File: config.mk
export PLATFORM = sky130hd
export DESIGN_NAME = i2c_master_transmit_sequencer
export DESIGN_NICKNAME = d
export VERILOG_FILES = /design/src/hw/i2c_host_pkg.sv /design/src/hw/apb_dev_master.sv /design/src/hw/apb_cmd_regs.sv /design/src/hw/i2c_master_transmit_sequencer.sv
export VERILOG_INCLUDE_DIRS = /design/src /design/src/hw
export SDC_FILE = /design/constraint.sdc
export NUM_CORES = 1
export LEC_CHECK = 0
export BUFFER_PORTS_ARGS = -buffer_cell sky130_fd_sc_hd__buf_2
export CAP_MARGIN = 30
export CORE_MARGIN = 2
export CORE_UTILIZATION = 56
export CTS_CLUSTER_SIZE = 12
export DETAILED_ROUTE_END_ITERATION = 8
export HOLD_SLACK_MARGIN = 0.1
export PLACE_DENSITY = 0.91
export SKIP_CTS_REPAIR_TIMING = 1
export SLEW_MARGIN = 20
export SYNTH_ARGS = -nofsm -noshare
export SYNTH_HDL_FRONTEND = slang
export SYNTH_SLANG_ARGS = --single-unit
export TNS_END_PERCENT = 100
File: constraint.sdc
create_clock -name pclk -period 3.6 [get_ports pclk]
set_clock_uncertainty 0.1 [all_clocks]
set_input_delay 0.18 -clock pclk [delete_from_list [all_inputs] [get_ports pclk]]
set_output_delay 0.18 -clock pclk [all_outputs]
set_load 0.05 [all_outputs]
File: src/hw/i2c_host_cfg.svh
// register offsets, field positions and limits for the i2c host sequencer
`ifndef I2C_HOST_CFG_SVH
`define I2C_HOST_CFG_SVH

// device register map, reached as apb master
`define DEV_CTRL1_OFS 8'h00
`define DEV_CTRL2_OFS 8'h04
`define DEV_DATA_OFS 8'h10
`define DEV_STAT1_OFS 8'h14
`define DEV_STAT2_OFS 8'h18
`define DEV_CLKCTL_OFS 8'h1c
`define DEV_RISE_OFS 8'h20

// control_word_one bits
`define CW1_ENABLE_BIT 0
`define CW1_START_BIT 8
`define CW1_STOP_BIT 9
// control_word_two bits
`define CW2_EVT_IE_BIT 9
`define CW2_BUF_IE_BIT 10
// status_word_one bits
`define SW1_START_SENT_BIT 0
`define SW1_TARGET_ACKED_BIT 1
`define SW1_BYTE_DONE_BIT 2
`define SW1_HEADER_SENT_BIT 3
`define SW1_STOP_SEEN_BIT 4
`define SW1_TX_EMPTY_BIT 7
// status_word_two bits
`define SW2_MASTER_SEL_BIT 0
`define SW2_DIRECTION_BIT 2

// own command registers, apb slave
`define CMD_CTRL_OFS 8'h00
`define CMD_TARGET_OFS 8'h04
`define CMD_TIMING_OFS 8'h08
`define CMD_LEN_OFS 8'h0c
`define CMD_TXDATA_OFS 8'h10
`define CMD_STATUS_OFS 8'h14

// ten bit header prefix and peripheral clock limits in mhz
`define TEN_BIT_PREFIX 5'h1e
`define MIN_FREQ_STD_MHZ 6'h02
`define MIN_FREQ_FAST_MHZ 6'h04

`endif

File: src/hw/i2c_host_pkg.sv
// types shared by the i2c host sequencer files
package i2c_host_pkg;

  typedef enum logic [17:0] {
    S_IDLE       = 18'h00001,
    S_CW2        = 18'h00002,
    S_CLKCTL     = 18'h00004,
    S_RISE       = 18'h00008,
    S_ENABLE     = 18'h00010,
    S_START      = 18'h00020,
    S_POLL_SB    = 18'h00040,
    S_ADDR1      = 18'h00080,
    S_POLL_HDR   = 18'h00100,
    S_ADDR2      = 18'h00200,
    S_POLL_ACK   = 18'h00400,
    S_READ_SW2   = 18'h00800,
    S_WAIT_DATA  = 18'h01000,
    S_WRITE_DATA = 18'h02000,
    S_POLL_TXE   = 18'h04000,
    S_STOP       = 18'h08000,
    S_POLL_MSL   = 18'h10000,
    S_CLR_STOP   = 18'h20000
  } seq_state_t;

  typedef struct packed {
    logic write;
    logic [7:0] addr;
    logic [31:0] wdata;
  } dev_op_t;

  typedef struct packed {
    logic ten_bit;
    logic rd;
    logic evt_ie;
    logic buf_ie;
    logic [9:0] target;
    logic [5:0] freq;
    logic [11:0] clkctl;
    logic [5:0] rise;
    logic fast;
    logic [7:0] len;
  } host_cfg_t;

endpackage

File: src/hw/apb_dev_master.sv
// apb master engine that carries one device register access at a time
module apb_dev_master (
  // clock and reset
  input wire logic pclk,
  input wire logic presetn,
  // request from the sequencer
  input wire logic op_req,
  input wire i2c_host_pkg::dev_op_t op,
  output logic op_done,
  output logic op_err,
  output logic [31:0] op_rdata,
  // apb master side
  output logic m_psel,
  output logic m_penable,
  output logic m_pwrite,
  output logic [7:0] m_paddr,
  output logic [31:0] m_pwdata,
  input wire logic [31:0] m_prdata,
  input wire logic m_pready,
  input wire logic m_pslverr
);
  logic psel_d, penable_d, done_d, err_d;
  logic [31:0] rdata_d;
  i2c_host_pkg::dev_op_t hold_q, hold_d;

  always_comb begin
    psel_d = m_psel;
    penable_d = m_penable;
    hold_d = hold_q;
    done_d = 1'b0;
    err_d = 1'b0;
    rdata_d = op_rdata;
    if (!m_psel) begin
      // one idle cycle after done so a stale request is not retaken
      if (op_req && !op_done) begin
        psel_d = 1'b1;
        hold_d = op;
      end
    end else if (!m_penable) begin
      penable_d = 1'b1;
    end else if (m_pready) begin
      psel_d = 1'b0;
      penable_d = 1'b0;
      done_d = 1'b1;
      err_d = m_pslverr;
      rdata_d = m_prdata;
    end
  end

  always_ff @(posedge pclk or negedge presetn) begin
    if (!presetn) begin
      m_psel <= 1'b0;
      m_penable <= 1'b0;
      hold_q <= '0;
      op_done <= 1'b0;
      op_err <= 1'b0;
      op_rdata <= 32'h0;
    end else begin
      m_psel <= psel_d;
      m_penable <= penable_d;
      hold_q <= hold_d;
      op_done <= done_d;
      op_err <= err_d;
      op_rdata <= rdata_d;
    end
  end

  assign m_pwrite = hold_q.write;
  assign m_paddr = hold_q.addr;
  assign m_pwdata = hold_q.wdata;
endmodule

File: src/hw/apb_cmd_regs.sv
// apb slave holding the host command, timing, data and status registers
`include "i2c_host_cfg.svh"
module apb_cmd_regs (
  // clock and reset
  input wire logic pclk,
  input wire logic presetn,
  // apb slave
  input wire logic psel,
  input wire logic penable,
  input wire logic pwrite,
  input wire logic [7:0] paddr,
  input wire logic [31:0] pwdata,
  output logic [31:0] prdata,
  output logic pready,
  output logic pslverr,
  // towards the sequencer
  output i2c_host_pkg::host_cfg_t cfg,
  output logic go,
  output logic [7:0] tx_byte,
  output logic tx_valid,
  input wire logic tx_pop,
  input wire logic busy,
  input wire logic done_evt,
  input wire logic err_evt,
  input wire logic stop_evt,
  input wire logic dir,
  input wire logic [7:0] last_sw1
);
  i2c_host_pkg::host_cfg_t cfg_d;
  logic [7:0] tx_d;
  logic full_d, done_q, done_d, err_q, err_d, stop_q, stop_d;
  logic [31:0] rdata_d;
  logic wr, mapped;

  assign wr = psel && penable && pwrite;
  assign mapped = (paddr <= `CMD_STATUS_OFS) && (paddr[1:0] == 2'h0);
  assign pready = 1'b1;
  assign pslverr = psel && penable && (!mapped || (pwrite && paddr == `CMD_TXDATA_OFS
                   && tx_valid));
  assign go = wr && paddr == `CMD_CTRL_OFS && pwdata[0] && !busy;

  always_comb begin
    cfg_d = cfg;
    tx_d = tx_byte;
    full_d = tx_valid && !tx_pop;
    rdata_d = prdata;
    // hardware set wins over a software clear
    done_d = done_evt || done_q;
    err_d = err_evt || err_q;
    stop_d = stop_evt || stop_q;
    if (wr && !pslverr) begin
      case (paddr)
        `CMD_CTRL_OFS: begin
          cfg_d.ten_bit = pwdata[1];
          cfg_d.rd = pwdata[2];
          cfg_d.evt_ie = pwdata[3];
          cfg_d.buf_ie = pwdata[4];
        end
        `CMD_TARGET_OFS: cfg_d.target = pwdata[9:0];
        `CMD_TIMING_OFS: begin
          cfg_d.freq = pwdata[5:0];
          cfg_d.clkctl = pwdata[17:6];
          cfg_d.rise = pwdata[23:18];
          cfg_d.fast = pwdata[24];
        end
        `CMD_LEN_OFS: cfg_d.len = pwdata[7:0];
        `CMD_TXDATA_OFS: begin
          tx_d = pwdata[7:0];
          full_d = 1'b1;
        end
        `CMD_STATUS_OFS: begin
          done_d = done_evt || (done_q && !pwdata[0]);
          err_d = err_evt || (err_q && !pwdata[1]);
          stop_d = stop_evt || (stop_q && !pwdata[2]);
        end
        default: ;
      endcase
    end
    if (psel && !penable) begin
      case (paddr)
        `CMD_CTRL_OFS: rdata_d = {27'h0, cfg.buf_ie, cfg.evt_ie, cfg.rd, cfg.ten_bit, 1'b0};
        `CMD_TARGET_OFS: rdata_d = {22'h0, cfg.target};
        `CMD_TIMING_OFS: rdata_d = {7'h0, cfg.fast, cfg.rise, cfg.clkctl, cfg.freq};
        `CMD_LEN_OFS: rdata_d = {24'h0, cfg.len};
        `CMD_STATUS_OFS: rdata_d = {16'h0, last_sw1, 2'h0, dir, tx_valid, busy, stop_q,
                                    err_q, done_q};
        default: rdata_d = 32'h0;
      endcase
    end
  end

  always_ff @(posedge pclk or negedge presetn) begin
    if (!presetn) begin
      cfg <= '0;
      tx_byte <= 8'h00;
      tx_valid <= 1'b0;
      done_q <= 1'b0;
      err_q <= 1'b0;
      stop_q <= 1'b0;
      prdata <= 32'h0;
    end else begin
      cfg <= cfg_d;
      tx_byte <= tx_d;
      tx_valid <= full_d;
      done_q <= done_d;
      err_q <= err_d;
      stop_q <= stop_d;
      prdata <= rdata_d;
    end
  end
endmodule

File: src/hw/i2c_master_transmit_sequencer.sv
// host sequencer that drives a two-wire bus peripheral's registers for master transmit
//
// Added by the designer: the register offsets and the APB interface to the registers.
`include "i2c_host_cfg.svh"
module i2c_master_transmit_sequencer (
  // clock and reset
  input wire logic pclk,
  input wire logic presetn,
  // command port, apb slave
  input wire logic psel,
  input wire logic penable,
  input wire logic pwrite,
  input wire logic [7:0] paddr,
  input wire logic [31:0] pwdata,
  output logic [31:0] prdata,
  output logic pready,
  output logic pslverr,
  // device register port, apb master
  output logic dev_psel,
  output logic dev_penable,
  output logic dev_pwrite,
  output logic [7:0] dev_paddr,
  output logic [31:0] dev_pwdata,
  input wire logic [31:0] dev_prdata,
  input wire logic dev_pready,
  input wire logic dev_pslverr
);
  i2c_host_pkg::seq_state_t state_q, state_d, ret_q, ret_d;
  i2c_host_pkg::host_cfg_t cfg;
  i2c_host_pkg::dev_op_t op;
  logic op_req, op_done, op_err, go, tx_valid, tx_pop;
  logic [31:0] op_rdata;
  logic [7:0] tx_byte, count_q, count_d, sw1_q, sw1_d;
  logic restart_q, restart_d, dir_q, dir_d;
  logic done_evt, err_evt, stop_evt, busy, freq_ok;

  function automatic logic [7:0] header_byte(input logic [9:0] tgt, input logic rd);
    header_byte = {`TEN_BIT_PREFIX, tgt[9:8], rd};
  endfunction

  function automatic logic [31:0] cw1_word(input logic start, input logic stop);
    cw1_word = 32'h0;
    cw1_word[`CW1_ENABLE_BIT] = 1'b1;
    cw1_word[`CW1_START_BIT] = start;
    cw1_word[`CW1_STOP_BIT] = stop;
  endfunction

  apb_cmd_regs u_regs (
    .pclk(pclk),
    .presetn(presetn),
    .psel(psel),
    .penable(penable),
    .pwrite(pwrite),
    .paddr(paddr),
    .pwdata(pwdata),
    .prdata(prdata),
    .pready(pready),
    .pslverr(pslverr),
    .cfg(cfg),
    .go(go),
    .tx_byte(tx_byte),
    .tx_valid(tx_valid),
    .tx_pop(tx_pop),
    .busy(busy),
    .done_evt(done_evt),
    .err_evt(err_evt),
    .stop_evt(stop_evt),
    .dir(dir_q),
    .last_sw1(sw1_q)
  );

  apb_dev_master u_master (
    .pclk(pclk),
    .presetn(presetn),
    .op_req(op_req),
    .op(op),
    .op_done(op_done),
    .op_err(op_err),
    .op_rdata(op_rdata),
    .m_psel(dev_psel),
    .m_penable(dev_penable),
    .m_pwrite(dev_pwrite),
    .m_paddr(dev_paddr),
    .m_pwdata(dev_pwdata),
    .m_prdata(dev_prdata),
    .m_pready(dev_pready),
    .m_pslverr(dev_pslverr)
  );

  assign busy = (state_q != i2c_host_pkg::S_IDLE);
  // peripheral clock must meet the speed minimum before a transfer is started
  assign freq_ok = cfg.fast ? (cfg.freq >= `MIN_FREQ_FAST_MHZ) :
                              (cfg.freq >= `MIN_FREQ_STD_MHZ);

  // device access issued in each state except S_IDLE and S_WAIT_DATA
  always_comb begin
    op_req = 1'b1;
    op = '0;
    case (state_q)
      i2c_host_pkg::S_CW2: begin
        op.write = 1'b1;
        op.addr = `DEV_CTRL2_OFS;
        op.wdata = {26'h0, cfg.freq};
        op.wdata[`CW2_EVT_IE_BIT] = cfg.evt_ie;
        op.wdata[`CW2_BUF_IE_BIT] = cfg.buf_ie;
      end
      i2c_host_pkg::S_CLKCTL: op = '{1'b1, `DEV_CLKCTL_OFS, {cfg.fast, 19'h0, cfg.clkctl}};
      i2c_host_pkg::S_RISE: op = '{1'b1, `DEV_RISE_OFS, {26'h0, cfg.rise}};
      i2c_host_pkg::S_ENABLE: op = '{1'b1, `DEV_CTRL1_OFS, cw1_word(1'b0, 1'b0)};
      i2c_host_pkg::S_START: op = '{1'b1, `DEV_CTRL1_OFS, cw1_word(1'b1, 1'b0)};
      i2c_host_pkg::S_ADDR1: begin
        op.write = 1'b1;
        op.addr = `DEV_DATA_OFS;
        if (cfg.ten_bit) begin
          op.wdata = {24'h0, header_byte(cfg.target, restart_q)};
        end else begin
          op.wdata = {24'h0, cfg.target[6:0], cfg.rd};
        end
      end
      i2c_host_pkg::S_ADDR2: op = '{1'b1, `DEV_DATA_OFS, {24'h0, cfg.target[7:0]}};
      i2c_host_pkg::S_WRITE_DATA: op = '{1'b1, `DEV_DATA_OFS, {24'h0, tx_byte}};
      i2c_host_pkg::S_STOP: op = '{1'b1, `DEV_CTRL1_OFS, cw1_word(1'b0, 1'b1)};
      i2c_host_pkg::S_CLR_STOP: op = '{1'b1, `DEV_CTRL1_OFS, cw1_word(1'b0, 1'b0)};
      i2c_host_pkg::S_POLL_SB, i2c_host_pkg::S_POLL_HDR, i2c_host_pkg::S_POLL_ACK,
      i2c_host_pkg::S_POLL_TXE: op = '{1'b0, `DEV_STAT1_OFS, 32'h0};
      i2c_host_pkg::S_READ_SW2, i2c_host_pkg::S_POLL_MSL: op = '{1'b0, `DEV_STAT2_OFS, 32'h0};
      default: op_req = 1'b0;
    endcase
  end

  // sequence through the master transmit flow
  always_comb begin
    state_d = state_q;
    ret_d = ret_q;
    count_d = count_q;
    restart_d = restart_q;
    dir_d = dir_q;
    sw1_d = sw1_q;
    done_evt = 1'b0;
    err_evt = 1'b0;
    stop_evt = 1'b0;
    tx_pop = 1'b0;
    if (state_q == i2c_host_pkg::S_IDLE) begin
      if (go) begin
        count_d = cfg.len;
        restart_d = 1'b0;
        err_evt = !freq_ok;
        state_d = freq_ok ? i2c_host_pkg::S_CW2 : i2c_host_pkg::S_IDLE;
      end
    end else if (state_q == i2c_host_pkg::S_WAIT_DATA) begin
      if (tx_valid) begin
        state_d = i2c_host_pkg::S_WRITE_DATA;
      end
    end else if (op_done && op_err) begin
      err_evt = 1'b1;
      state_d = i2c_host_pkg::S_IDLE;
    end else if (op_done && !op.write && op.addr == `DEV_STAT1_OFS
                 && op_rdata[`SW1_STOP_SEEN_BIT]) begin
      // a seen Stop is cleared by the control write that follows this read
      sw1_d = op_rdata[7:0];
      stop_evt = 1'b1;
      ret_d = state_q;
      state_d = i2c_host_pkg::S_CLR_STOP;
    end else if (op_done) begin
      if (!op.write && op.addr == `DEV_STAT1_OFS) begin
        sw1_d = op_rdata[7:0];
      end
      case (state_q)
        i2c_host_pkg::S_CW2: state_d = i2c_host_pkg::S_CLKCTL;
        i2c_host_pkg::S_CLKCTL: state_d = i2c_host_pkg::S_RISE;
        i2c_host_pkg::S_RISE: state_d = i2c_host_pkg::S_ENABLE;
        i2c_host_pkg::S_ENABLE: state_d = i2c_host_pkg::S_START;
        i2c_host_pkg::S_START: state_d = i2c_host_pkg::S_POLL_SB;
        i2c_host_pkg::S_POLL_SB: begin
          if (op_rdata[`SW1_START_SENT_BIT]) begin
            state_d = i2c_host_pkg::S_ADDR1;
          end
        end
        i2c_host_pkg::S_ADDR1: begin
          state_d = (cfg.ten_bit && !restart_q) ? i2c_host_pkg::S_POLL_HDR :
                    i2c_host_pkg::S_POLL_ACK;
        end
        i2c_host_pkg::S_POLL_HDR: begin
          if (op_rdata[`SW1_HEADER_SENT_BIT]) begin
            state_d = i2c_host_pkg::S_ADDR2;
          end
        end
        i2c_host_pkg::S_ADDR2: state_d = i2c_host_pkg::S_POLL_ACK;
        i2c_host_pkg::S_POLL_ACK: begin
          if (op_rdata[`SW1_TARGET_ACKED_BIT]) begin
            state_d = i2c_host_pkg::S_READ_SW2;
          end
        end
        i2c_host_pkg::S_READ_SW2: begin
          dir_d = op_rdata[`SW2_DIRECTION_BIT];
          if (cfg.rd && cfg.ten_bit && !restart_q) begin
            restart_d = 1'b1;
            state_d = i2c_host_pkg::S_START;
          end else if (cfg.rd || count_q == 8'h00) begin
            state_d = i2c_host_pkg::S_STOP;
          end else begin
            state_d = i2c_host_pkg::S_WAIT_DATA;
          end
        end
        i2c_host_pkg::S_WRITE_DATA: begin
          tx_pop = 1'b1;
          count_d = count_q - 8'h01;
          state_d = i2c_host_pkg::S_POLL_TXE;
        end
        i2c_host_pkg::S_POLL_TXE: begin
          // a status read here followed by the data write releases a held clock
          if (op_rdata[`SW1_TX_EMPTY_BIT] || op_rdata[`SW1_BYTE_DONE_BIT]) begin
            state_d = (count_q == 8'h00) ? i2c_host_pkg::S_STOP :
                      i2c_host_pkg::S_WAIT_DATA;
          end
        end
        i2c_host_pkg::S_STOP: state_d = i2c_host_pkg::S_POLL_MSL;
        i2c_host_pkg::S_POLL_MSL: begin
          if (!op_rdata[`SW2_MASTER_SEL_BIT]) begin
            done_evt = 1'b1;
            state_d = i2c_host_pkg::S_IDLE;
          end
        end
        i2c_host_pkg::S_CLR_STOP: state_d = ret_q;
        default: state_d = i2c_host_pkg::S_IDLE;
      endcase
    end
  end

  always_ff @(posedge pclk or negedge presetn) begin
    if (!presetn) begin
      state_q <= i2c_host_pkg::S_IDLE;
      ret_q <= i2c_host_pkg::S_IDLE;
      count_q <= 8'h00;
      restart_q <= 1'b0;
      dir_q <= 1'b0;
      sw1_q <= 8'h00;
    end else begin
      state_q <= state_d;
      ret_q <= ret_d;
      count_q <= count_d;
      restart_q <= restart_d;
      dir_q <= dir_d;
      sw1_q <= sw1_d;
    end
  end
endmodule

# After elaboration in Yosys (flattened, before gate mapping)
# Index checks and enable logic that the tools add are counted.
# Widths: inputs -> output; s select.
# op_classes
addsub	1
multipliers	0
div	0
order_cmp	3
eq_ne	35
n_shift	0
mux	80
bitwise_logic	5
n_reduce_logical	72
# op_table
operator	count
$pmux 41 s11	1
$pmux 18 s16	1
$mux 18	12
$pmux 25 s5	1
$mux 8	11
$mux 1	49
$mux 16	3
$eq 8x5->1 const B	3
$logic_and 1x1->1	24
$eq 18x1->1 const B	1
$eq 18x10->1 const B	1
$eq 18x11->1 const B	1
$eq 18x12->1 const B	1
$eq 18x13->1 const B	1
$eq 18x14->1 const B	1
$eq 18x15->1 const B	1
$eq 18x16->1 const B	1
$eq 18x17->1 const B	1
$eq 18x18->1 const B	1
$eq 18x2->1 const B	1
$eq 18x3->1 const B	1
$eq 18x4->1 const B	1
$eq 18x5->1 const B	1
$eq 18x6->1 const B	1
33 further kinds	76
# totals
regBits	198
latchBits	0
mem_bits_rw	0
mem_bits_ro	0
output_inout_bits	77
mem_count	0

# Logic depth before layout (Yosys ltp)
# Gate-level depths: netlist (run 1).
# depth
depth_word	15
ltp_mapped	10
depth_no_buf	7

# By module
# A second synthesis (run 1) with hierarchy kept.
# unflattened
hier_cells	811
area_unflattened_um2	10112.2
# modules_own_cells
mod	n_inst	cells_per_inst	area_per_inst_um2	seq_area_each_um2
apb_cmd_regs	1	280	3701.0	2102.0
i2c_master_transmit_sequencer	1	366	3445.8	1353.8
apb_dev_master	1	165	2965.3	1926.8

# Worst setup path before layout (run 1)
# Ideal clock, no wire load.
# synth_path
path_type	reg2reg
from	reg state_q[2]
to	reg state_q[13]
setup_time_ns	0.125
arrival_time_ns	2.337
required_time_ns	3.375
setup_slack_ns	1.038
stages_incl_launch_ff	9
path_buffers	1
cell_sequence	dfrtp_1 buf_6 nor4_4 nand4_1 or3b_4 a21oi_2 o21ai_2 o22ai_4 mux2_4
# synth_via
elab_chain_cells	11
elab_cells_between_ends	45
cone_classes	eq/ne: 27; mux: 7; reduce/logical: 11
# synth_rtl
item	line	rtl
from (decl)	i2c_master_transmit_sequencer.sv:28	i2c_host_pkg::seq_state_t state_q, state_d, ret_q, ret_d;
from (signal assigned)	i2c_master_transmit_sequencer.sv:232	state_q <= i2c_host_pkg::S_IDLE;
from (signal assigned)	i2c_master_transmit_sequencer.sv:239	state_q <= state_d;
branches (longest 11 deep; another with $pmux 41 s11)	n/a	
# Parallel ways; which one is timed is not known. The select of a mux whose other input is x is not followed.
# A chain may end at the register's enable or synchronous reset.

# Worst setup path after layout (run 1)
# layout_path
from	reg state_q[8]
to	reg u_master.hold_q (netlist bit u_master.m_pwdata[5])
# layout_via
elab_chain_cells	5
elab_cells_between_ends	24
cone_classes	eq/ne: 16; mux: 2; reduce/logical: 6
# layout_rtl
item	line	rtl
$eq 18x17->1 (tied with other cells)	i2c_master_transmit_sequencer.sv:99	case (state_q)
$reduce_or 16->1 (no source line)	n/a	
$mux 1	i2c_master_transmit_sequencer.sv:99	
$logic_and 1x1->1	apb_dev_master.sv:35	if (op_req && !op_done) begin
$reduce_and 2->1 (no source line)	n/a	
to (signal assigned)	apb_dev_master.sv:61	hold_q <= hold_d;
to (decl)	apb_dev_master.sv:24	i2c_host_pkg::dev_op_t hold_q, hold_d;
# Several ways; a longest one is shown, not always the timed one.

==> results of run 1 <==
## layer usage
metal / share of wire, % / GRT usage, % / vias to the layer above / wire [um]
li1: - / - / 2959 / -
met1: 38 / 39.80 / 3470 / 9012
met2: 47 / 44.86 / 560 / 11250
met3: 10 / 7.137 / 118 / 2492
met4: 5.1 / 12.29 / 0 / 1216
met5: 0 / 0 / - / 0
## power by group
part | total [mW] | switching [mW] | internal (mW)
Sequential | 2.09 | 0.109 | 1.98
Clock | 1.84 | 0.788 | 1.05
Combinational | 0.704 | 0.475 | 0.228
## layout make-up
| type | count | area share [%] |
|---|---|---|
| tap | 184 | 2.360 |
| timing repair buffer | 145 | 9.941 |
| inverter | 10 | 0.3848 |
| clock inverter | 12 | 1.437 |
| clock buffer | 20 | 4.579 |
| sequential | 168 | 43.12 |
| multi-input combinational | 542 | 38.17 |
## worst paths after layout
kind / end / slack (ns) / cells after the start
max in group asynchronous: state_q[4]$_DFFE_PN0P_ / 2.23 / 3
setup / recovery: u_master.m_pwdata[5]$_DFFE_PN0P_ / 0.25 / 7
setup reg to reg: u_master.m_pwdata[5]$_DFFE_PN0P_ / 0.25 / 7
hold reg to reg: u_regs.prdata[13]$_DFFE_PN0P_ / 0.38 / 2
min in group asynchronous: state_q[15]$_DFFE_PN0P_ / 0.28 / 2
hold / removal: u_regs.done_q$_DFF_PN0_ / 0.07 / 4
## stage by stage
stage / power (mW) / setup WS, ns
3_3_place_gp: 2.757 / 0.5892
6_report: 4.630 / 0.2509
5_1_grt: 4.773 / 0.02216
4_1_cts: 4.563 / 0.5279
3_5_place_dp: 2.772 / 0.5712
2_1_floorplan: 2.579 / 1.038
## worst register-to-register path, stage by stage, from the launching register on
cell and delay, ns:
sky130_fd_sc_hd__dfrtp_1 0.52, sky130_fd_sc_hd__nor4_4 0.54, sky130_fd_sc_hd__nand4_1 0.50, sky130_fd_sc_hd__nor4b_4 0.67, sky130_fd_sc_hd__a222oi_1 0.23, sky130_fd_sc_hd__nand3_1 0.13, sky130_fd_sc_hd__a21oi_1 0.06, sky130_fd_sc_hd__o21ai_0 0.45
## cells by family after synthesis
group / after synthesis
muxes: 92
adders and majority gates: 2
buffers and inverters: 86
xor gates and xnor gates: 4
other: 2
DFF: 168
AOI/OAI and AO/OA: 170
and+or+nand+nor: 243
## cell usage in the layout (no fill, tap or decap), types with 4 or more instances in the layout
cell type	n
sky130_fd_sc_hd__nand4b_1	7
sky130_fd_sc_hd__conb_1	31
sky130_fd_sc_hd__a21o_1	7
sky130_fd_sc_hd__nand2b_1	4
sky130_fd_sc_hd__inv_6	4
sky130_fd_sc_hd__nor3b_1	5
sky130_fd_sc_hd__buf_4	13
sky130_fd_sc_hd__mux2i_1	6
sky130_fd_sc_hd__a32o_1	5
sky130_fd_sc_hd__buf_2	92
sky130_fd_sc_hd__a22oi_1	13
sky130_fd_sc_hd__inv_1	10
sky130_fd_sc_hd__nor2b_1	17
sky130_fd_sc_hd__nor2_1	27
sky130_fd_sc_hd__nor4_4	4
sky130_fd_sc_hd__dfrtp_1	166
sky130_fd_sc_hd__nand3_1	18
sky130_fd_sc_hd__a21oi_1	33
sky130_fd_sc_hd__o21ai_0	60
sky130_fd_sc_hd__nor4_1	5
sky130_fd_sc_hd__o31ai_1	4
sky130_fd_sc_hd__o2bb2ai_1	9
sky130_fd_sc_hd__and3_1	8
sky130_fd_sc_hd__a221oi_1	4
sky130_fd_sc_hd__nand4_1	8
sky130_fd_sc_hd__and2_1	6
sky130_fd_sc_hd__nand2_1	101
sky130_fd_sc_hd__dlygate4sd3_1	38
sky130_fd_sc_hd__mux2_2	81
sky130_fd_sc_hd__clkbuf_16	17
sky130_fd_sc_hd__nor3_1	10
sky130_fd_sc_hd__a222oi_1	12
## sequential cells by signal, indices dropped and copies added, names as in the netlist, 4 cells and up
name               count
u_regs.tx_byte         8
ret_q                 18
sw1_q                  8
u_master.m_pwdata     13
count_q                8
u_regs.cfg            47
u_master.op_rdata      8
u_master.m_paddr       4
state_q               18
u_regs.prdata         25
==> results.txt, run 1 <==
* Status: finished, final reports clean
* Count of boundary I/O pins: 156
* Most frequent cell after synthesis: sky130_fd_sc_hd__dfrtp_1
- Source of the worst register-to-register timing path: state_q[8]$_DFFE_PN0P_
* Share of Yosys cell area claimed by the top area cell type: 50.10%
- Area of all sequential standard cells: 4207 sq um
- Setup repair after global routing left no endpoint under its margin.
- Vertical extent of the die: ~130 um
- TritonCTS built the clock tree.
* Placed Instances: a little over 1000
- Of all nets on the critical path, the largest fanout is 11.
* Post-Synthesis Cells: between 700 and 800
- For this run, the leading register cell type out of synthesis is sky130_fd_sc_hd__dfrtp_1.
- The count of endpoints failing hold in the final timing report is 0.
- Of the post-synthesis cell area, the part taken by muxes is around an eighth.
- The first routing iteration left 1032 violations.
- Post-synth cell types: 67
- The critical path in this run is classified as reg2reg.
- Worst min-delay path class: in2reg
- Final core utilization: approximately two thirds
- Core Box Area: between 10000 and 15000 sq um
* Combined buffer and inverter count along the critical path: 0
* Area added between synthesis and finish: 17.64%
- Count of filler cells inserted in the layout: ~970
- Clock latency on the worst-skew pair, taken at its later pin, is ~0.45 ns.
- The startpoint identified for the worst hold timing path is psel.
- Required time reported for the critical path endpoint: between 3 and 4 ns
- Ranked by total cell area, the synthesized netlist is headed by sky130_fd_sc_hd__dfrtp_1 (50%), sky130_fd_sc_hd__mux2_2 (11%), sky130_fd_sc_hd__nand2_1 (4.6%).
* Transition time at the pin with the least slew margin: 0.8400 ns
* Sinks on Clock Net: about 170
* Cell area after layout: between 9000 and 10000 sq um
* Vias in the first global route: 6516
* CTS Root Cell: sky130_fd_sc_hd__clkbuf_16
- Sequential cells were found to cover 50.73% of the synthesized design area.
- 0 antenna diodes ended up in the layout.
- Accumulated negative setup slack: 0 ns
- Most used standard cells in the synthesized netlist: sky130_fd_sc_hd__dfrtp_1 (166), sky130_fd_sc_hd__nand2_1 (101), sky130_fd_sc_hd__mux2_2 (81)
- After Yosys synthesis, full adders, half adders and majority gates account for 0.3018% of the synthesized area.
* WL per Instance: roughly 22 um
- After synthesis, the share of flip-flops with an asynchronous set or reset is 100.0%.
- Library cell with the largest summed area after synthesis: sky130_fd_sc_hd__dfrtp_1
* Crit path from: state_q[8]$_DFFE_PN0P_
- Fraction of synthesized cell area in xor and xnor cells: less than 1%
- Max incr delay on CP: ~0.66 ns
- Final standard cell count with taps included and fillers excluded: 1081
- Counting flops and latches in the post-synthesis netlist gives 168.
* Area taken by multi-input logic gates: 3724 sq um
- Global placer's final weighted congestion: 0.9826
- Post-CTS clock slew at the launch and capture registers of the worst setup and hold paths: 0.07 ns
- Detailed placement ended at an HPWL of 15340 um.
* Final wirelength: 23970 um
- Synthesized cell area: 8292 sq um
- Layout net count: 965
* Worst hold slack after final layout: about 0.07 ns
- Post-DR vias/cell: ~6.6
- Summed over all cells, the static leakage comes to around 4.7 nW.
- Max Clock Freq: ~300 MHz
- Once placement finished, the instance area stood at around 9000 sq um.
- Power spread over the standard cell area amounts to around 470 nW/um^2.
- Data arrives at the worst endpoint at around 3.5 ns.
- H-tree depth: 4
- Period utilisation layout: between 90% and 100%
- Maximum clock insertion buffer count: 2
- Crit path capture type: flop
- Entering global routing, the biggest net connects ~90 pins.
* Floorplan die area: between 15000 and 20000 sq um
- Global routing usage summed across all routing layers: a little under 30%
- Across the run, the number of max-cap violations was 0.
- Post-Synthesis Mean Instance Area: 10.81 sq um
- Rows: 44
- The signal on the critical path passes through nor4_4, nand4_1, nor4b_4, a222oi_1, nand3_1, a21oi_1, o21ai_0.
- Number of enable flip-flop cells after synthesis: 0
- The slowest stage of the critical path is the sky130_fd_sc_hd__nor4b_4 cell.
* Total vias in the final route: 7107
- Count of unresolved DRC violations after routing: 0
- The detail route stage leaves a number of antenna-violating nets equal to 0.
- The number of max-slew violations in the final report is 0.
- The number of clock buffers added by TritonCTS is 17.
- Number of synthesis warnings: 0
- Headroom to the max-slew limit: approximately 44%
- X dimension of the die: approximately 130 um
- STA classifies the critical path startpoint as a flop.
- Number of iterations in the first detailed-routing pass: 6
- The initial antenna violation count is 0.
* Port Buffer Count: slightly above 90
* Share of synthesized cell area in and, or, nand and nor gates: between 15 and 20%
* Initial standard-cell utilization of the core: a little under three fifths
* Family of cells with the greatest summed delay on the critical path: simple AND/OR/NAND/NOR gates
- Final period demand of the worst path: 3.349 ns
* Fraction of final layout cells sized beyond drive strength 1: 26.98%
- For this run the aggregate overflow at the end of global routing stands at 0.
- Setup violations remaining at the end of the flow were counted as 0.
- First-pass GRT wire length: between 30000 and 40000 um
* Worst vdd rail ir drop: 0.4212 mV
- Summing the areas of all compound-gate instances in the mapped netlist gives a little over an eighth of the synthesized area.
- By area, the combinational part of the netlist is dominated by simple AND/OR/NAND/NOR gates.
No activity file was read; power rests on OpenSTA's default activity.
==> run 2: changes to the inputs <==
- CORE_MARGIN: 2 -> 4
- CORE_UTILIZATION: 56 -> 48
- PLACE_DENSITY: 0.91 -> 0.82
- REMOVE_ABC_BUFFERS: not set -> 1
==> results.txt, run 2 (synthesis results as in run 1) <==
* Status: finished, final reports clean
* Headroom to the max-slew limit: a little under two fifths
* Layout net count: 965
- For the pin with the worst max-slew slack, the measured transition is between 0.9 and 1 ns.
- The library cell used most frequently in the layout, excluding fill and tap cells, is sky130_fd_sc_hd__dfrtp_1.
* Count of unresolved DRC violations after routing: 0
* Post-CTS clock slew at the launch and capture registers of the worst setup and hold paths: roughly 0.070 ns
- Worst vdd rail ir drop: slightly below 0.4 mV
- Routed length on met3: between 1500 and 2000 um
* Number of max-cap violations: 0
- Total overflow reported by the global router: 0
- The setup path with the least slack is of type reg2reg.
* Initial standard-cell utilization of the core: about half
- The highest metal layer carrying signal wires in the routed design is met4.
* Unrepaired setup endpoints after global routing: false
- Family of cells with the greatest summed delay on the critical path: simple AND/OR/NAND/NOR gates
- Using the TritonRoute via totals, the vias-per-cell ratio works out to 5.922.
* Accumulated negative setup slack: 0 ns
- Endpoints failing setup: 0
- Worst min-delay path class: in2reg
- Max Clock Freq: about 300 MHz
- For this block, wires on met1 add up to between 10000 and 15000 um.
- The largest registers in the layout are u_regs.cfg (47), u_regs.prdata (25).
- In this run the cell area measured after placement is 8822 sq um.
- Detailed-routed wire length on met2: between 10000 and 15000 um
- Number of antenna violations at the first check in global routing: 0
- X dimension of the die: approximately 140 um
* WL per Instance: just over 20 um
* Count of boundary I/O pins: 156
- The number of antenna diodes in the final layout is 0.
- The clock net in this run drives a total of between 150 and 200 sinks.
- Counting both buffers and inverters, the worst setup path holds a total of 0.
- The first global-routing pass estimated around 35000 um of wire.
- H-tree depth: 4
- Global placer's final weighted congestion: between 0.8 and 0.9
* Area added between synthesis and finish: 17.38%
- The die covers slightly below 20000 sq um.
- Count of filler cells inserted in the layout: about 1400
* Vertical extent of the die: ~140 um
* Largest fanout of any net on the critical path: 12
- Leakage power of the design: 4.678 nW
- Fraction of final layout cells sized beyond drive strength 1: around 27%
- Largest net degree at the start of global routing: 83
* Total vias in the final route: between 6000 and 7000
- The register with the most flip-flops in the layout has 47 of them.
- Traced cell by cell, the critical path runs through nor4_4, nand4_1, nor4b_4, a222oi_1, nand3_1, a21oi_1, o21ai_0.
- At the worst endpoint, the arrival time is 3.48 ns.
- STA classifies the critical path startpoint as a flop.
- Required time reported for the critical path endpoint: between 3 and 4 ns
* Period utilisation layout: 90.70%
* Final wirelength: approximately 23000 um
- Area taken by multi-input logic gates: 3726 sq um
* Area of all sequential standard cells: ~4200 sq um
* Final period demand of the worst path: roughly 3.3 ns
- The floorplan has 47 rows.
- For this design the ratio of total power to cell area is between 400 and 500 nW/um^2.
* CTS Root Cell: sky130_fd_sc_hd__clkbuf_16
* Cell area after layout: ~9700 sq um
- In this run the tool buffered the top-level ports with 93 buffer cells.
- On the worst path, the slowest cell contributes a delay of approximately 0.80 ns.
* Number of iterations in the first detailed-routing pass: 8
* Insertion delay of the later-clocked pin in the worst-skew pair: ~0.43 ns
* Maximum clock insertion buffer count: 2
- Global routing usage summed across all routing layers: between 20% and 30%
- Most used cells in the layout excluding fill and tap cells: sky130_fd_sc_hd__dfrtp_1 (166), sky130_fd_sc_hd__nand2_1 (101), sky130_fd_sc_hd__buf_2 (92)
- Half-perimeter wire length of the detailed placement result: 15660 um
- Final number of hold-violating endpoints: 0
* Critical Path Slowest Stage Cell: sky130_fd_sc_hd__nor4b_4
* Antenna viol nets, final: 0
* Number of buffers created by CTS: 17
- STA classifies the critical path endpoint as a flop.
- Max Slew Vio Count: 0
- Iter 0 DRT Violations: 594
- TritonCTS built the clock tree.
* Register bank with the most flops: u_regs.cfg
* Core Box Area: 16760 sq um
- Vias in the first global route: around 6200
[run 2: cell types whose count changed in the layout (fill, tap and decap cells not counted), sizes merged]
cell    previous run  this run
clkbuf            20        19
bufinv             2         0
inv               14        13
clkinv             3         7
[run 2: where the power goes]
part | internal, mW | leakage, nW | total [mW] | switching [mW]
combinational | 0.227 | 2.13 | 0.701 | 0.474
clock | 0.888 | 0.255 | 1.67 | 0.780
sequential | 1.98 | 2.30 | 2.09 | 0.107
total | 3.10 | 4.68 | 4.46 | 1.36
[run 2: metal layers]
metal	global-route usage, %	up-vias
li1	-	2969
met1	32.38	3248
met2	33.99	346
met3	5.317	52
met4	7.364	0
met5	0	-
[run 2: final timing paths]
path                                               start                                to  slack (ns)  depth (start not counted)
max                               state_q[8]$_DFFE_PN0P_  u_master.m_pwdata[4]$_DFFE_PN0P_        0.33                          7
min                                                 psel           u_regs.done_q$_DFF_PN0_        0.08                          4
max reg2reg                       state_q[8]$_DFFE_PN0P_  u_master.m_pwdata[4]$_DFFE_PN0P_        0.33                          7
min reg2reg                u_master.m_pwrite$_DFFE_PN0P_     u_master.m_pwrite$_DFFE_PN0P_        0.38                          1
max in group asynchronous                        presetn              ret_q[0]$_DFFE_PN1P_        2.24                          3
min in group asynchronous                        presetn             ret_q[14]$_DFFE_PN0P_        0.25                          2
[run 2: area by class of cell]
class                           count  area share [%]
Tap cell                          220           2.828
Sequential cell                   168           43.22
Clock inverter                     13           1.003
Multi-Input combinational cell    542           38.28
Timing Repair Buffer              145           9.834
Inverter                           10          0.3857
Clock buffer                       19           4.448
[run 2: through the flow]
stage	utilization (%)	hold WS (ns)	std cells	worst slack (ns)	total power, mW
2_1_floorplan	-	-0.2156	720	0.09181	2.528
3_3_place_gp	52.64	0.1625	1047	0.5106	2.766
3_5_place_dp	52.64	0.1685	1047	0.5034	2.779
4_1_cts	55.80	-0.2817	1079	0.4484	4.428
5_1_grt	58.07	0.1051	1117	0.1785	4.621
6_report	58.07	0.07804	1117	0.3349	4.458
[run 2: tightest hold or removal path: cells and delay by family]
family                 cells  cell delay, ns
buffers and inverters      1            0.12
and+or+nand+nor            2            0.17
AOI/OAI and AO/OA          1            0.09
==> run 3: changes to the inputs <==
- clock period: 3.6 -> 3.3 ns (I/O delays scaled with it)
==> results.txt, run 3 (synthesis results as in run 1) <==
- In the final routed layout, each cell accounts on average for ~20 um.
* Unrepaired setup endpoints after global routing: false
- The tool flagged a number of max-cap violations equal to 0.
- Global routing usage summed across all routing layers: a little under a quarter
- Most common cell after layout, fill and taps aside: sky130_fd_sc_hd__dfrtp_1
- Input and output buffers added on the ports amount to 93.
- The die is ~140 um wide.
- Floorplan die area: approximately 19000 sq um
* Sort of element at the start of the critical path: flop
- After floorplanning, the core was sized to cover ~17000 sq um.
- Antenna viol nets, final: 0
- In this run the tightest slew margin relative to its limit is between 30% and 40%.
* Post-CTS clock slew at the launch and capture registers of the worst setup and hold paths: 0.07 ns
- Most used cells in the layout excluding fill and tap cells: sky130_fd_sc_hd__dfrtp_1 (166), sky130_fd_sc_hd__nand2_1 (101), sky130_fd_sc_hd__buf_2 (92)
- After the last flow step, the layout net total stands at slightly below 1000.
* Worst min-delay path class: in2reg
- Max Clock Freq: 331.5 MHz
- The number of max-slew violations in the final report was 0.
- Register bank with the most flops: u_regs.cfg
- Placed Instances: around 1100
- The largest registers in the layout are u_regs.cfg (47), u_regs.prdata (25).
* Number of antenna violations at the first check in global routing: 2
* Depth of the worst hold-timing path: 4
- The worst setup path is captured at a flop.
- Along the worst path, the maximum fanout reaches 33.
- From bottom edge to top edge, the die measures 139.4 um.
- Setup violations remaining at the end of the flow were counted as 0.
- Worst vdd rail ir drop: between 0.3 and 0.4 mV
- Logic depth of the worst register-to-register path: 7
- Number of buffers created by CTS: 17
- Insertion delay of the later-clocked pin in the worst-skew pair: 0.43 ns
- Category of the most critical setup path: reg2reg
- At the worst endpoint, the required time is ~3.5 ns.
- Vias in the first global route: ~6400
- Total vias in the final route: 6759
- Final standard cell count with taps included and fillers excluded: approximately 1100
* Count of unresolved DRC violations after routing: 0
- Detailed placement ended at an HPWL of between 15000 and 20000 um.
- After layout, the minimum clock period comes to approximately 3.0 ns.
- Initial standard-cell utilization of the core: about 49%
- Final number of hold-violating endpoints: 0
- Fraction of final layout cells sized beyond drive strength 1: between 20% and 30%
- Clock tree from TritonCTS: built
- For this design the ratio of total power to cell area is between 400 and 500 nW/um^2.
- CTS Root Cell: sky130_fd_sc_hd__clkbuf_16
- Overall power: between 4 and 5 mW
* Iter 0 DRT Violations: slightly above 800
* Period utilisation layout: 91.42%
- Status: finished, final reports clean
- Transition time at the pin with the least slew margin: 0.9707 ns
- Area added between synthesis and finish: 19.92%
- Global routing finished with a remaining overflow of 0.
- After detailed routing, the total wire length is 23050 um.
- Number of iterations in the first detailed-routing pass: 8
- H-tree depth: 4
- Entering global routing, the biggest net connects between 70 and 80 pins.
- First-pass GRT wire length: roughly 35000 um
- Routability-driven placement finished with a final weighted congestion of 0.9678.
- Leakage power of the design: 4.795 nW
- STA puts the critical path data arrival time at about 3.2 ns.
- 156 I/O pins were placed.
* Number of flip-flops in the largest register: 47
- Sinks on Clock Net: approximately 170
- In the routed layout, each cell is associated on average with a via count of just under 6.
- Rows: 47
- The clock passes through at most 2 buffers.
-- run 3: where the power goes --
part | switching, mW | total, mW | internal (mW)
Sequential | 0.114 | 2.27 | 2.16
Combinational | 0.520 | 0.790 | 0.270
Clock | 0.851 | 1.88 | 1.03
Total | 1.48 | 4.95 | 3.46
-- run 3: cell type report --
cell class,instances,area [sq um]
fillers,1335,6817
flip-flops and latches,168,4207
multi-input cells,542,3726
repair buffers,166,1135
clock buffers,21,470.5
well taps,220,275.3
clock inverters,11,90.09
inverters,10,37.54
diodes,1,2.502
-- run 3: worst max-delay path, stage by stage, from the launching register on --
cell,delay [ns]
sky130_fd_sc_hd__dfrtp_1,0.51
sky130_fd_sc_hd__nor4_4,0.48
sky130_fd_sc_hd__and4_1,0.41
sky130_fd_sc_hd__and4b_1,0.32
sky130_fd_sc_hd__nor4_1,0.09
sky130_fd_sc_hd__a31o_2,0.51
sky130_fd_sc_hd__nor4_1,0.37
sky130_fd_sc_hd__a21oi_1,0.07
-- run 3: stage by stage --
step / utilization, % / setup WS, ns / setup TNS, ns / hold WS (ns) / cell area, sq um
4_1_cts: 56.86 / 0.3810 / 0 / -0.3650 / 9530
3_5_place_dp: 53.52 / 0.3984 / 0 / 0.09344 / 8970
6_report: 59.33 / 0.2831 / 0 / 0.07492 / 9943
2_1_floorplan: - / -0.2082 / -1.467 / -0.2306 / 7958
3_3_place_gp: 53.52 / 0.3856 / 0 / 0.09521 / 8970
5_1_grt: 59.33 / 0.2020 / 0 / 0.1089 / 9943
-- run 3: final timing paths --
| path | slack (ns) | start | end |
|---|---|---|---|
| max in group asynchronous | 2.07 | presetn | state_q[0]$_DFFE_PN1P_ |
| setup reg to reg | 0.28 | state_q[15]$_DFFE_PN0P_ | u_master.m_paddr[4]$_DFFE_PN0P_ |
| setup / recovery | 0.28 | state_q[15]$_DFFE_PN0P_ | u_master.m_paddr[4]$_DFFE_PN0P_ |
| min in group asynchronous | 0.19 | presetn | u_master.op_done$_DFF_PN0_ |
| hold / removal | 0.07 | pwrite | u_regs.done_q$_DFF_PN0_ |
| hold reg to reg | 0.37 | u_regs.prdata[17]$_DFFE_PN0P_ | u_regs.prdata[17]$_DFFE_PN0P_ |
-- run 3: routing by layer --
layer / routed length (um) / vias to the layer above / track usage (%)
li1: - / 3020 / -
met4: 756 / 2 / 9.269
met2: 10410 / 382 / 33.69
met3: 2070 / 64 / 5.763
met5: 7 / - / 0
met1: 9800 / 3291 / 32.06
